File: src/aam_map.vh
`ifndef AAM_MAP_VH
`define AAM_MAP_VH
// ----------------------------------------
// register offsets
// ----------------------------------------
`define AAM_REG_CAUSE      4'h0
`define AAM_REG_CLASS_LO   4'h1
`define AAM_REG_CLASS_HI   4'h2
`define AAM_REG_HORN_SEC   4'h3
`define AAM_REG_CMD        4'h4
`define AAM_REG_ACTIVE     4'h5
`define AAM_REG_UNACK      4'h6
`define AAM_REG_STATUS     4'h7
// ----------------------------------------
// anomaly classes
// ----------------------------------------
`define AAM_CLS_WARN       2'h0
`define AAM_CLS_UNLOAD     2'h1
`define AAM_CLS_DEACT      2'h2
`define AAM_CLS_ALARM      2'h3
// ----------------------------------------
// command codes and horn settings
// ----------------------------------------
`define AAM_CMD_SILENCE    8'h33
`define AAM_CMD_ACK        8'h34
`define AAM_CMD_RESET      8'h35
`define AAM_HORN_NEVER     10'h000
`define AAM_HORN_FOREVER   10'h3E7
`define AAM_HORN_RESET     10'h000
// ----------------------------------------
// timing
// ----------------------------------------
`define AAM_CLK_HZ         100000000
`define AAM_SEC_CYCLES     (`AAM_CLK_HZ / 1)
`endif

File: src/aam_sync.v
`timescale 1ns/1ps
`default_nettype none
// ----------------------------------------
// two-stage synchroniser for a bus of pins
// ----------------------------------------
module aam_sync #(
    parameter W = 2
) (
    input  wire         clk,
    input  wire         rstn,
    input  wire [W-1:0] d,
    output reg  [W-1:0] q
);
    reg [W-1:0] meta_q;

    always @(posedge clk or negedge rstn) begin
        if (!rstn) begin
            meta_q <= {W{1'b0}};
            q      <= {W{1'b0}};
        end else begin
            meta_q <= d;
            q      <= meta_q;
        end
    end
endmodule
`default_nettype wire

File: src/aam_anomaly_manager.v
// Overview of operation
// - warnings only signal; no engine stop, breaker stays closed
// - unload: ramp load down fast, then open breaker, cool-down stop
// - deactivation: open breaker at once, then cool-down stop
// - alarm: open breaker at once, emergency stop without cool-down
// - unload, deactivation, alarm stay latched and block restart until reset
// - new anomaly turns on hooter and every external horn output
// - each active anomaly has unacknowledged flag, set on activation, drives blink
// - horn duration zero: hooters never turn on
// - horn duration 999: hooters stay on until silence command
// - other durations: hooters off that many seconds after last activation
// - command 51 silences both hooters
// - command 52 acknowledges all active anomalies
// - command 53 resets acknowledged anomalies whose causes are gone
// - acknowledge input acts once on its rising edge only
// - reset input acts once on its rising edge only
// - acknowledged warning clears itself once cause disappears
// - reset clears only anomalies whose cause is inactive
//
// Chosen here: the address-and-strobe port and the register offsets.
`timescale 1ns/1ps
`default_nettype none
`include "aam_map.vh"
module aam_anomaly_manager #(
    parameter N          = 16,
    parameter HORN_OUTS  = 2,
    parameter SEC_CYCLES = `AAM_SEC_CYCLES
) (
    input  wire                 clk,
    input  wire                 rstn,
    input  wire [N-1:0]         cause,
    input  wire                 ack_pin,
    input  wire                 reset_pin,
    input  wire                 unload_done,
    input  wire [3:0]           addr,
    input  wire [15:0]          wdata,
    input  wire                 wr,
    input  wire                 rd,
    output reg  [15:0]          rdata,
    output reg                  hooter,
    output reg  [HORN_OUTS-1:0] external_horn_output_function,
    output reg                  any_warning,
    output reg                  unload_ramp_req,
    output reg                  generator_breaker_open,
    output reg                  engine_stop_cooldown,
    output reg                  engine_stop_emergency,
    output reg                  restart_block,
    output reg                  blink
);
    // ----------------------------------------
    // helpers
    // ----------------------------------------
    function [N-1:0] class_mask;
        input [2*N-1:0] cls;
        input [1:0]     want;
        integer         i;
        begin
            class_mask = {N{1'b0}};
            for (i = 0; i < N; i = i + 1)
                class_mask[i] = (cls[2*i +: 2] == want);
        end
    endfunction

    // ----------------------------------------
    // pin inputs and cause inputs
    // ----------------------------------------
    wire [N+2:0] pins_s;
    reg  [1:0]   pin_prev_q;

    // unload_done comes from the load controller's pin, so it is synced too
    aam_sync #(.W(N+3)) u_sync (
        .clk  (clk),
        .rstn (rstn),
        .d    ({unload_done, reset_pin, ack_pin, cause}),
        .q    (pins_s)
    );

    wire [N-1:0] cause_s = pins_s[N-1:0];
    wire unload_s   = pins_s[N+2];
    wire ack_edge   = pins_s[N]   & ~pin_prev_q[0];
    wire reset_edge = pins_s[N+1] & ~pin_prev_q[1];

    // ----------------------------------------
    // registers
    // ----------------------------------------
    reg [2*N-1:0] class_q;
    reg [9:0]     horn_sec_q;
    reg [N-1:0]   active_q;
    reg [N-1:0]   unack_q;
    reg [N-1:0]   cause_prev_q;
    reg [9:0]     sec_left_q;
    reg [31:0]    cyc_q;
    reg           horn_on_q;

    wire cmd_wr   = wr && (addr == `AAM_REG_CMD);
    wire cmd_sil  = cmd_wr && (wdata[7:0] == `AAM_CMD_SILENCE);
    wire cmd_ack  = (cmd_wr && (wdata[7:0] == `AAM_CMD_ACK)) || ack_edge;
    wire cmd_rst  = (cmd_wr && (wdata[7:0] == `AAM_CMD_RESET)) || reset_edge;

    wire [N-1:0] rise    = cause_s & ~cause_prev_q;
    wire [N-1:0] new_act = rise & ~active_q;
    wire         any_new = |new_act;
    wire [N-1:0] warn_m  = class_mask(class_q, `AAM_CLS_WARN);

    // ----------------------------------------
    // anomaly state
    // ----------------------------------------
    reg [N-1:0] active_d;
    reg [N-1:0] unack_d;

    always @* begin
        active_d = active_q;
        unack_d  = unack_q;
        if (cmd_ack)
            unack_d = {N{1'b0}};
        // acknowledged warnings go once their cause is gone
        active_d = active_d & ~(warn_m & ~unack_d & ~cause_s);
        // reset leaves anything whose cause persists
        if (cmd_rst)
            active_d = active_d & ~(~cause_s & ~unack_d);
        // activation wins over any clear in the same cycle
        active_d = active_d | new_act;
        unack_d  = (unack_d | new_act) & active_d;
    end

    always @(posedge clk or negedge rstn) begin
        if (!rstn) begin
            pin_prev_q   <= 2'h0;
            cause_prev_q <= {N{1'b0}};
            active_q     <= {N{1'b0}};
            unack_q      <= {N{1'b0}};
        end else begin
            pin_prev_q   <= pins_s[N+1:N];
            cause_prev_q <= cause_s;
            active_q     <= active_d;
            unack_q      <= unack_d;
        end
    end

    // ----------------------------------------
    // configuration writes
    // ----------------------------------------
    always @(posedge clk or negedge rstn) begin
        if (!rstn) begin
            class_q    <= {2*N{1'b0}};
            horn_sec_q <= `AAM_HORN_RESET;
        end else if (wr) begin
            if (addr == `AAM_REG_CLASS_LO)
                class_q[15:0] <= wdata;
            if (addr == `AAM_REG_CLASS_HI)
                class_q[31:16] <= wdata;
            if (addr == `AAM_REG_HORN_SEC)
                horn_sec_q <= wdata[9:0];
        end
    end

    // ----------------------------------------
    // horn timing
    // ----------------------------------------
    // one second tick only runs while the horn sounds
    wire sec_tick = horn_on_q && (cyc_q == SEC_CYCLES - 1);

    always @(posedge clk or negedge rstn) begin
        if (!rstn) begin
            horn_on_q  <= 1'b0;
            sec_left_q <= 10'h000;
            cyc_q      <= 32'h0000_0000;
        end else if (any_new && horn_sec_q != `AAM_HORN_NEVER) begin
            horn_on_q  <= 1'b1;
            sec_left_q <= horn_sec_q;
            cyc_q      <= 32'h0000_0000;
        end else if (cmd_sil || horn_sec_q == `AAM_HORN_NEVER) begin
            horn_on_q  <= 1'b0;
        end else if (horn_on_q) begin
            cyc_q <= sec_tick ? 32'h0000_0000 : cyc_q + 32'h0000_0001;
            if (sec_tick && horn_sec_q != `AAM_HORN_FOREVER) begin
                sec_left_q <= sec_left_q - 10'h001;
                if (sec_left_q <= 10'h001)
                    horn_on_q <= 1'b0;
            end
        end
    end

    // ----------------------------------------
    // actions per class
    // ----------------------------------------
    wire [N-1:0] unl_a = active_q & class_mask(class_q, `AAM_CLS_UNLOAD);
    wire [N-1:0] dea_a = active_q & class_mask(class_q, `AAM_CLS_DEACT);
    wire [N-1:0] alm_a = active_q & class_mask(class_q, `AAM_CLS_ALARM);

    always @(posedge clk or negedge rstn) begin
        if (!rstn) begin
            hooter                        <= 1'b0;
            external_horn_output_function <= {HORN_OUTS{1'b0}};
            any_warning                   <= 1'b0;
            unload_ramp_req               <= 1'b0;
            generator_breaker_open        <= 1'b0;
            engine_stop_cooldown          <= 1'b0;
            engine_stop_emergency         <= 1'b0;
            restart_block                 <= 1'b0;
            blink                         <= 1'b0;
        end else begin
            hooter                        <= horn_on_q;
            external_horn_output_function <= {HORN_OUTS{horn_on_q}};
            any_warning                   <= |(active_q & warn_m);
            // unload ramps first; breaker waits for the ramp end
            unload_ramp_req        <= |unl_a && !unload_s;
            generator_breaker_open <= (|unl_a && unload_s) | |dea_a | |alm_a;
            engine_stop_cooldown   <= ((|unl_a && unload_s) | |dea_a) && !(|alm_a);
            engine_stop_emergency  <= |alm_a;
            restart_block          <= |(unl_a | dea_a | alm_a);
            blink                  <= |unack_q;
        end
    end

    // ----------------------------------------
    // register reads
    // ----------------------------------------
    always @(posedge clk or negedge rstn) begin
        if (!rstn) begin
            rdata <= 16'h0000;
        end else if (rd) begin
            case (addr)
                `AAM_REG_CAUSE:    rdata <= cause_s;
                `AAM_REG_CLASS_LO: rdata <= class_q[15:0];
                `AAM_REG_CLASS_HI: rdata <= class_q[31:16];
                `AAM_REG_HORN_SEC: rdata <= {6'h00, horn_sec_q};
                `AAM_REG_ACTIVE:   rdata <= active_q;
                `AAM_REG_UNACK:    rdata <= unack_q;
                `AAM_REG_STATUS:   rdata <= {15'h0000, horn_on_q};
                default:           rdata <= 16'h0000;
            endcase
        end else begin
            rdata <= 16'h0000;
        end
    end
endmodule
`default_nettype wire

File: config.mk
export PLATFORM = sky130hd
export DESIGN_NAME = aam_anomaly_manager
export DESIGN_NICKNAME = d
export VERILOG_FILES = /design/src/aam_sync.v /design/src/aam_anomaly_manager.v
export VERILOG_INCLUDE_DIRS = /design/src
export SDC_FILE = /design/constraint.sdc
export NUM_CORES = 1
export LEC_CHECK = 0
export ABC_CLOCK_PERIOD_IN_PS = 4200
export BUFFER_PORTS_ARGS = -buffer_cell sky130_fd_sc_hd__buf_4
export CORE_ASPECT_RATIO = 1.25
export CORE_UTILIZATION = 40
export CTS_BUF_LIST = sky130_fd_sc_hd__clkbuf_4 sky130_fd_sc_hd__clkbuf_8
export DETAILED_ROUTE_END_ITERATION = 8
export PLACE_DENSITY_LB_ADDON = 0.05
export SLEW_MARGIN = 20
export SYNTH_ARGS = -nofsm -noshare
export SYNTH_HDL_FRONTEND = slang
export SYNTH_SLANG_ARGS = --single-unit
File: constraint.sdc
create_clock -name clk -period 4.2 [get_ports clk]
set_input_delay 0.42 -clock clk [delete_from_list [all_inputs] [get_ports clk]]
set_output_delay 0.42 -clock clk [all_outputs]
set_load 0.005 [all_outputs]
==> summary.md, run 1 <==
| Metric | Value |
|---|---|
| Outcome | `finished clean` |
| Row count | `61` |
| Final hold violation count | `0` |
| Main combinational cell family by area after synthesis | `simple AND/OR/NAND/NOR gates` |
| Most frequent cells in the layout | `dfrtp_1, buf_4, a21oi_1, o21ai_0, nand2_1` |
| Seq/Total Area, Yosys | `0.545` |
| Antenna-violating nets left | `0` |
| Setup WS pre-CTS | `approximately 1.4 ns` |
| Yosys warnings | `0` |
| Mux cell area share after synthesis | `0.0595` |
| Critical path's largest stage delay | `0.57 ns` |
| Insertion delay to the later sink of the worst-skew pair | `~0.48 ns` |
| Share of cells above drive strength 1 | `0.213` |
| WL final | `around 27000 um` |
| Worst path arrival time | `about 3.1 ns` |
| Setup Skew | `around 0.021 ns` |
| Initial antenna violation count | `1` |
| Root Driver | `clkbuf_8` |
| Starting Density | `0.407` |
| Vias | `7220` |
| Slew Viols, Final | `0` |
| Die W | `~140 um` |
| Area of the die | `about 23000 sq um` |
| CTS Buffer Depth | `2` |
| Syn-to-layout area delta | `13.5%` |
| FFs w/ async S/R, synth | `1.00` |
| Final worst-path cycle share | `0.654` |
| Mapped Area | `roughly 9000 sq um` |
| Max VDD drop | `0.221 mV` |
| Most common cell on crit path | `nor2b_1` |
| Crit path time final | `approximately 2.7 ns` |
| Die Y | `170 um` |
| Clk slew on worst S/H paths | `0.12 ns` |
| Mapped Nets | `roughly 900` |
| CTS Hold Bufs | `0` |
| Crit path launch type | `flop` |
| Yosys reg bits | `197` |
| Post-synth top flop | `dfrtp_1` |
| 1st-iter DRT viols | `731` |
| Via-per-instance ratio | `between 6 and 7` |
| Synth cell types | `63` |
| R2R Setup Slk | `1.45 ns` |
| Vias in the first global route | `roughly 7300` |
| XOR/XNOR share of the synthesized area | `0.0116` |
| Mean post-synth cell area | `about 11 sq um` |
| Final net count | `940` |
| Drt pass-1 iters | `6` |
| Worst-path fanout max | `between 40 and 50` |
| RSZ-0062 raised after global routing | `false` |
| HP Class | `input port to flop` |
| CTS resizes | `0` |
| Max-Cap Viols | `0` |
| Worst setup EP type | `flop` |
| FMAX | `approximately 360 MHz` |
| Total track usage | `0.244` |
| WHS | `about 0.036 ns` |
| Top cells by area, synth | `dfrtp_1, mux2_2, a22oi_1` |
| Fill cells | `slightly above 2000` |
| Number of remaining DRC errors | `0` |
| Core Region | `~22000 sq um` |
| Global route overflow | `0` |
| Leak pwr | `roughly 4.2 nW` |
| CP top delay family | `simple AND/OR/NAND/NOR gates` |
| CP Class | `flop to flop` |
| Area share of and/or/nand/nor cells after synthesis | `0.193` |
| Pin count of the biggest net entering global routing | `121` |
| Worst path slowest cell | `nor4_1` |
| Post-route setup TNS | `0 ns` |
| CP bufs+invs | `0` |
| Design Area, Final | `a little over 10000 sq um` |
| Num CTS Buffers | `17` |
| Global placement routability congestion | `about 0.92` |
| Adder-cell share of the synthesized area | `0.00415` |
| Final worst slack | `roughly 1.5 ns` |
| First-pass GRT wire length | `42300 um` |
| Most common cell after layout, fill and taps aside | `dfrtp_1` |
| Worst Tran Pin Value | `1.03 ns` |
| Placement Cell Area | `roughly 10000 sq um` |
| # diodes | `0` |
| Crit-path cells | `nor2b_1 > nor2b_1 > nor4_1 > nand4_1 > and2_2 > mux2_1` |
| Slew HR | `0.295` |
| Clock sink count | `~200` |
| Setup bufs post-CTS | `0` |
| Hpwl dp | `~19000 um` |
| Cell accounting for the most synthesized area | `dfrtp_1` |
| Critical path data required time | `4.57 ns` |
| # port buffers | `~70` |
| Number of synthesized flops with an enable pin | `0` |
| PD cells | `roughly 460 nW/um^2` |
| Final-report setup violation count | `0` |
| Drt wl/cell | `22.5 um` |
| CTS tree | `yes` |
| Cells after synthesis | `roughly 840` |
| H-tree depth | `4` |
| Yosys top cell area share | `0.545` |
| # IOs | `69` |
| Compound-cell area share of the yosys netlist | `0.158` |
## worst register-to-register path: stages, from the launching register on
cell	delay, ns
dfrtp_1	0.41
nor2b_1	0.16
nor2b_1	0.15
nor4_1	0.57
nand4_1	0.35
and2_2	0.57
mux2_1	0.44
## sequential cells by signal, summed over array words and instances, names as in the netlist, 2 cells and up
name           cells
class_q           32
cyc_q             32
u_sync.meta_q     19
u_sync.q          19
active_q          16
cause_prev_q      16
rdata             16
unack_q           16
horn_sec_q        10
sec_left_q        10
pin_prev_q         2
## report_power, final
group / switching, mW / internal (mW)
sequential: 0.444 / 2.14
combinational: 0.439 / 0.397
clock: 0.798 / 0.461
total: 1.68 / 2.99
## cell usage after synthesis, drive strengths merged (8+ instances only)
library cell and number:
inv 14, nand4 34, or3 11, buf 15, clkbuf 34, mux2 46, nor2 45, a31o 16
dfrtp 197, o22ai 13, nand3b 13, a22oi 37, nor2b 18, a21oi 53, xnor2 9, nand3 27
nor4 21, a31oi 13, nand2 50, nor3 17, o221ai 8, and3 8, o21ai 56, nand2b 15
## worst paths after layout
path | from | end | depth (start not counted)
hold / removal | cause[2] | u_sync.meta_q[2] | 1
max in group asynchronous | rstn | active_q[10] | 4
min in group asynchronous | rstn | cyc_q[20] | 2
setup reg to reg | u_sync.q[13] | sec_left_q[8] | 6
setup / recovery | u_sync.q[13] | sec_left_q[8] | 6
hold reg to reg | u_sync.meta_q[18] | u_sync.q[18] | 0
## kinds of logic (layout without fill, tap and decap cells)
logic type      Yosys count  in the layout
xor+xnor                 12             12
simple gates            298            298
mux                      48             48
flops                   197            197
buf+inv                  63            127
compound gates          222            222
fa+ha+maj                 3              3
## metrics by stage
stage / total power [mW] / instances / utilization
2_1_floorplan: 2.99 / 843 / -
3_3_place_gp: 3.41 / 1156 / 0.442
3_5_place_dp: 3.43 / 1156 / 0.442
4_1_cts: 4.70 / 1188 / 0.461
5_1_grt: 4.91 / 1190 / 0.462
6_report: 4.67 / 1190 / 0.462
## metal layers
metal	GRT usage	wire, um	vias to the layer above
met1	0.311	11100	3623
met4	0.103	977	2
met2	0.408	13500	270
met5	0	18	-
li1	-	-	3260
met3	0.0384	1200	65
## final cells by class
class | instances | area, sq um | area share
clock buffers | 17 | 234 | 0.0228
repair buffers | 81 | 649 | 0.0632
clock inverters | 15 | 185 | 0.0180
multi-input cells | 583 | 3870 | 0.376
inverters | 14 | 52.6 | 0.00512
flip-flops and latches | 197 | 4930 | 0.480
well taps | 283 | 354 | 0.0345
(Power assumes the default switching activity.)
==> run 2, diff against run 1 <==
--- a/config.mk
+++ b/config.mk
@@ -6,7 +6,7 @@
 export SDC_FILE = /design/constraint.sdc
 export NUM_CORES = 1
 export LEC_CHECK = 0
-export ABC_CLOCK_PERIOD_IN_PS = 4200
+export ABC_CLOCK_PERIOD_IN_PS = 2600
 export BUFFER_PORTS_ARGS = -buffer_cell sky130_fd_sc_hd__buf_4
 export CORE_ASPECT_RATIO = 1.25
 export CORE_UTILIZATION = 40
==> constraint.sdc (replaced) <==
create_clock -name clk -period 2.6 [get_ports clk]
set_input_delay 0.26 -clock clk [delete_from_list [all_inputs] [get_ports clk]]
set_output_delay 0.26 -clock clk [all_outputs]
set_load 0.005 [all_outputs]
==> summary.md, run 2 (synthesis gave the netlist of run 1 again) <==
| Metric | Value |
|---|---|
| Outcome | `finished clean` |
| Core Region | `~22000 sq um` |
| CTS Buffer Depth | `2` |
| FMAX | `roughly 420 MHz` |
| Total track usage | `0.245` |
| Setup bufs post-CTS | `0` |
| Syn-to-layout area delta | `18.4%` |
| Final-report setup violation count | `0` |
| Worst Tran Pin Value | `~0.80 ns` |
| Antenna-violating nets left | `0` |
| Setup Skew | `just over 0.03 ns` |
| Global route overflow | `0` |
| Drt pass-1 iters | `6` |
| Routed met2 length | `roughly 14000 um` |
| Worst setup EP type | `flop` |
| Placement Cell Area | `around 10000 sq um` |
| Share of cells above drive strength 1 | `0.235` |
| Final net count | `990` |
| Post-layout util | `0.482` |
| Starting Density | `0.407` |
| Number of remaining DRC errors | `0` |
| Initial antenna violation count | `0` |
| DR top layer | `met4` |
| HP Class | `input port to flop` |
| Via-per-instance ratio | `between 5 and 6` |
| Vias in the first global route | `~7400` |
| Num CTS Buffers | `17` |
| Slew HR | `0.463` |
| CP Class | `flop to flop` |
| PD cells | `slightly above 700 nW/um^2` |
| Design Area, Final | `between 10000 and 15000 sq um` |
| # port buffers | `slightly below 70` |
| Crit path time final | `about 2.4 ns` |
| Final hold violation count | `0` |
| Max-Cap Viols | `0` |
| Most common cell on crit path | `nor2b_1` |
| # IOs | `69` |
| H-tree depth | `4` |
| Leak pwr | `around 4.4 nW` |
| CTS tree | `yes` |
| Worst-path fanout max | `33` |
| Final worst-path cycle share | `0.918` |
| First-pass GRT wire length | `42500 um` |
| Metal-1 WL | `11000 um` |
| Hpwl dp | `around 19000 um` |
| 1st-iter DRT viols | `~760` |
| Row count | `61` |
| Area of the die | `about 23000 sq um` |
| Worst path slowest cell | `nor4_2` |
| Crit-path cells | `nor2b_1 > nor2b_1 > nor4_2 > nand4_1 > buf_4 > and2_1 > buf_12 > nor3_1` |
| Pin count of the biggest net entering global routing | `between 50 and 60` |
| WL final | `about 27000 um` |
| Most frequent cells in the layout | `dfrtp_1, buf_4, a21oi_1, o21ai_0, nand2_1` |
| Root Driver | `clkbuf_8` |
| Clk slew on worst S/H paths | `approximately 0.12 ns` |
| # diodes | `0` |
| Post-route setup TNS | `0 ns` |
| Vias | `~7400` |
| Crit path launch type | `flop` |
| Drt wl/cell | `~22 um` |
| Clock sink count | `slightly below 200` |
| Top flop regs | `class_q x32, cyc_q x32` |
| Critical path's largest stage delay | `around 0.44 ns` |
| Global placement routability congestion | `around 0.91` |
| Metal3 WL | `1260 um` |
| Max VDD drop | `about 0.35 mV` |
| Insertion delay to the later sink of the worst-skew pair | `0.49 ns` |
| RSZ-0062 raised after global routing | `false` |
| Die Y | `~170 um` |
| Die W | `approximately 140 um` |
| Most common cell after layout, fill and taps aside | `dfrtp_1` |
| Worst path arrival time | `approximately 2.8 ns` |
| Critical path data required time | `a little under 3 ns` |
| Slew Viols, Final | `0` |
run 2: cell types whose count changed in the layout (fill, tap and decap cells not counted), moves of 2 or more:
cell           before  now
buf_4              77  107
inv_8               2    6
nor4_1             17   15
dlygate4sd3_1       1   20
inv_6               3    1
buf_12              1    3
clkinv_8            6    4
nor4_2              2    4
run 2: worst max-delay path, delay by kind of cell, from the launching register on:
family        cells  cell delay, ns
buf+inv           2            0.44
flops             1            0.43
simple gates      6            1.40
run 2: worst paths after layout:
path	from	endpoint	cells after the start	slack, ns
max	u_sync.q[13]	cyc_q[3]	8	0.21
min	wdata[13]	class_q[29]	2	0.02
max reg2reg	u_sync.q[13]	cyc_q[3]	8	0.21
min reg2reg	u_sync.meta_q[17]	u_sync.q[17]	0	0.35
max in group asynchronous	rstn	horn_sec_q[6]	3	1.55
min in group asynchronous	rstn	cyc_q[26]	2	0.30
run 2: metrics by stage:
step / hold WS, ns / power, mW / std cells / worst slack (ns)
final: 0.0216 / 7.77 / 1240 / 0.212
after floorplan: -0.0356 / 4.83 / 843 / 0.634
after CTS: 0.00861 / 7.80 / 1240 / 0.138
after global routing: 0.00462 / 8.15 / 1240 / 0.0348
after global placement: 0.274 / 5.67 / 1188 / 0.0958
after detailed placement: 0.279 / 5.70 / 1188 / 0.0368
run 2: timing repair:
action | in CTS | in global routing
gates resized for setup | 1 | 1
pin swaps | 0 | 0
endpoints found under the setup margin | 2 | 37
hold endpoints to repair | 72 | 0
hold buffers | 20 | 0
run 2: cell type report:
type | instances | area, sq um
clock inverter | 15 | 188
sequential | 197 | 4930
fill | 2045 | 11500
inverter | 14 | 52.6
clock buffer | 17 | 234
timing repair buffer | 131 | 1080
multi-input combinational | 583 | 3880
tap | 283 | 354
run 2: layer usage:
metal	vias up	GRT usage
li1	3353	-
met1	3706	0.307
met2	288	0.418
met3	57	0.0316
met4	0	0.109
met5	-	0
run 2: power breakdown:
group	switching, mW	internal, mW	leakage (nW)
combinational	0.923	0.779	1.79
sequential	0.540	3.45	2.45
clock	1.32	0.759	0.213
total	2.78	4.99	4.45
==> run 3, diff against run 2 <==
--- a/config.mk
+++ b/config.mk
@@ -9,9 +9,10 @@
 export ABC_CLOCK_PERIOD_IN_PS = 2600
 export BUFFER_PORTS_ARGS = -buffer_cell sky130_fd_sc_hd__buf_4
 export CORE_ASPECT_RATIO = 1.25
-export CORE_UTILIZATION = 40
+export CORE_UTILIZATION = 60
 export CTS_BUF_LIST = sky130_fd_sc_hd__clkbuf_4 sky130_fd_sc_hd__clkbuf_8
 export DETAILED_ROUTE_END_ITERATION = 8
+export GPL_TIMING_DRIVEN = 0
 export PLACE_DENSITY_LB_ADDON = 0.05
 export SLEW_MARGIN = 20
 export SYNTH_ARGS = -nofsm -noshare
==> summary.md, run 3 (synthesis gave the netlist of run 1 again) <==
| Metric | Value |
|---|---|
| Critical path data required time | `3.02 ns` |
| Violated checks | `DRC` |
| Top Usage Layer GRT | `met2` |
| FMAX | `roughly 400 MHz` |
| Starting Density | `0.623` |
| RSZ-0062 raised after global routing | `false` |
| Worst setup EP type | `flop` |
| Drt pass-1 iters | `8` |
| H-tree depth | `4` |
| CTS tree | `yes` |
| Fill cells | `between 1000 and 1500` |
| Met1 usage | `0.435` |
| 1st-iter DRT viols | `slightly below 900` |
| Die W | `112 um` |
| CP Class | `flop to flop` |
| Syn-to-layout area delta | `16.3%` |
| Critical path's largest stage delay | `0.43 ns` |
| Antenna-violating nets left | `0` |
| Proportion of power drawn by combinational gates | `0.186` |
| Sequential share of power | `0.524` |
| First-pass GRT wire length | `43200 um` |
| Sw Share | `0.328` |
| Pin count of the biggest net entering global routing | `75` |
| Area of the die | `between 15000 and 20000 sq um` |
| Net switching power | `between 2 and 3 mW` |
| Setup Skew | `between 0.01 and 0.015 ns` |
| GR Layer Usage met3 | `0.0662` |
| Num CTS Buffers | `17` |
| Slew Viols, Final | `0` |
| Worst-path fanout max | `10` |
| Slew HR | `0.242` |
| Final-report setup violation count | `0` |
| Die Y | `around 140 um` |
| Internal power | `between 5 and 6 mW` |
| Clock sink count | `around 200` |
| Share of cells above drive strength 1 | `0.212` |
| Total track usage | `0.372` |
| Final worst-path cycle share | `0.965` |
| Clock power share | `0.290` |
| PD cells | `around 750 nW/um^2` |
| Max VDD drop | `slightly below 0.6 mV` |
| Outcome | `finished, violations left` |
| Crit path time final | `between 2 and 3 ns` |
| Post-layout util | `0.724` |
| Initial antenna violation count | `0` |
| Worst Tran Pin Value | `about 1.1 ns` |
| Vias | `between 7000 and 8000` |
| Global route overflow | `0` |
| Insertion delay to the later sink of the worst-skew pair | `a little under 0.5 ns` |
| Tot Pwr | `7.91 mW` |
| Crit path launch type | `flop` |
| Most common cell on crit path | `buf_2` |
| Number of remaining DRC errors | `4` |
| CP bufs+invs | `3` |
| # port buffers | `66` |
| Crit-path cells | `nor2b_1 > nor2b_1 > nor4_2 > nand4_1 > and2_1 > buf_2 > buf_2 > buf_2 > nor2_1` |
| Drt wl/cell | `about 24 um` |
| CTS Buffer Depth | `2` |
| Max-Cap Viols | `0` |
| # IOs | `between 60 and 70` |
| Grt met2 use | `0.622` |
| Leak pwr | `about 4.4 nW` |
| Core Region | `14500 sq um` |
| Worst path arrival time | `~2.9 ns` |
| Clk slew on worst S/H paths | `about 0.1 ns` |
| WL final | `roughly 28000 um` |
| Via-per-instance ratio | `approximately 6.9` |
| HP Class | `input port to flop` |
| Root Driver | `clkbuf_8` |
| Most common cell after layout, fill and taps aside | `dfrtp_1` |
| Top flop regs | `class_q x32, cyc_q x32` |
| Vias in the first global route | `approximately 8000` |
| Row count | `just under 50` |
| Most frequent cells in the layout | `dfrtp_1, buf_4, a21oi_1, o21ai_0, nand2_1` |
| Final hold violation count | `0` |
| Global placement routability congestion | `a little under 1` |
| WHS | `just over 0.009 ns` |
| Hpwl dp | `around 20000 um` |
| # diodes | `0` |
| Final net count | `slightly below 1000` |
| CP top delay family | `simple AND/OR/NAND/NOR gates` |
| Worst path slowest cell | `dfrtp_1` |
run 3: cell count changes in the layout (fill, tap and decap cells not counted), moves of 2 or more:
cell,change
buf_4,-36
clkbuf_1,+21
buf_2,+12
inv_8,-6
bufinv_16,+5
clkinv_8,-4
inv_6,+4
buf_12,-2
buf_16,+2
clkinvlp_4,+2
inv_12,-2
run 3: cell type report:
class | instances | area [sq um] | area share
clock inverters | 14 | 219 | 0.0208
repair buffers | 92 | 798 | 0.0758
plain buffers | 37 | 169 | 0.0160
flip-flops and latches | 197 | 4930 | 0.468
clock buffers | 18 | 248 | 0.0235
multi-input cells | 583 | 3890 | 0.369
inverters | 14 | 52.6 | 0.00499
well taps | 178 | 223 | 0.0212
run 3: what timing repair did:
action	4_1_cts	5_1_grt
buffers inserted	0	3
endpoints found under the hold margin	72	0
gates cloned	0	0
hold buffers	20	0
endpoints found under the setup margin	32	40
gates resized for setup	1	4
pin swaps	0	2
run 3: power by group through the flow:
stage	logic (mW)	registers, mW	clock network [mW]
after detailed placement	1.56	4.04	0
after floorplan	1.03	3.81	0
final	1.47	4.14	2.30
after global placement	1.50	4.02	0
after CTS	1.56	4.01	2.31
after global routing	1.61	4.18	2.41
run 3: path summary, 6_finish.rpt:
kind | depth (start not counted) | slack [ns] | from | to
worst max-delay path | 9 | 0.09 | u_sync.q[13] | cyc_q[2]
worst min-delay path | 2 | 0.009 | wdata[15] | class_q[15]
worst max register to register | 9 | 0.09 | u_sync.q[13] | cyc_q[2]
worst min register to register | 0 | 0.36 | u_sync.meta_q[7] | u_sync.q[7]
max in group asynchronous | 3 | 1.63 | rstn | u_sync.q[8]
min in group asynchronous | 2 | 0.26 | rstn | cyc_q[24]
run 3: per-stage QoR:
step	setup WS (ns)	instances	setup TNS (ns)	area [sq um]
after CTS	0.00921	1139	0	10500
after detailed placement	-0.115	1090	-1.97	9840
after global placement	-0.175	1087	-1.14	9770
final	0.0900	1133	0	10500
after floorplan	0.634	843	0	9050
after global routing	0.0143	1133	0	10500
run 3: worst reg2reg max path, delay by kind of cell (launching register included):
| kind | cells | cell delay [ns] |
|---|---|---|
| buffers and inverters | 3 | 0.62 |
| AND/OR/NAND/NOR | 6 | 1.40 |
| flip-flops | 1 | 0.43 |
run 3: per-layer routing:
metal	wire length, um	up-vias
met5	0	-
met4	1730	0
met3	1690	127
met2	14100	449
met1	10200	3902
li1	-	3355
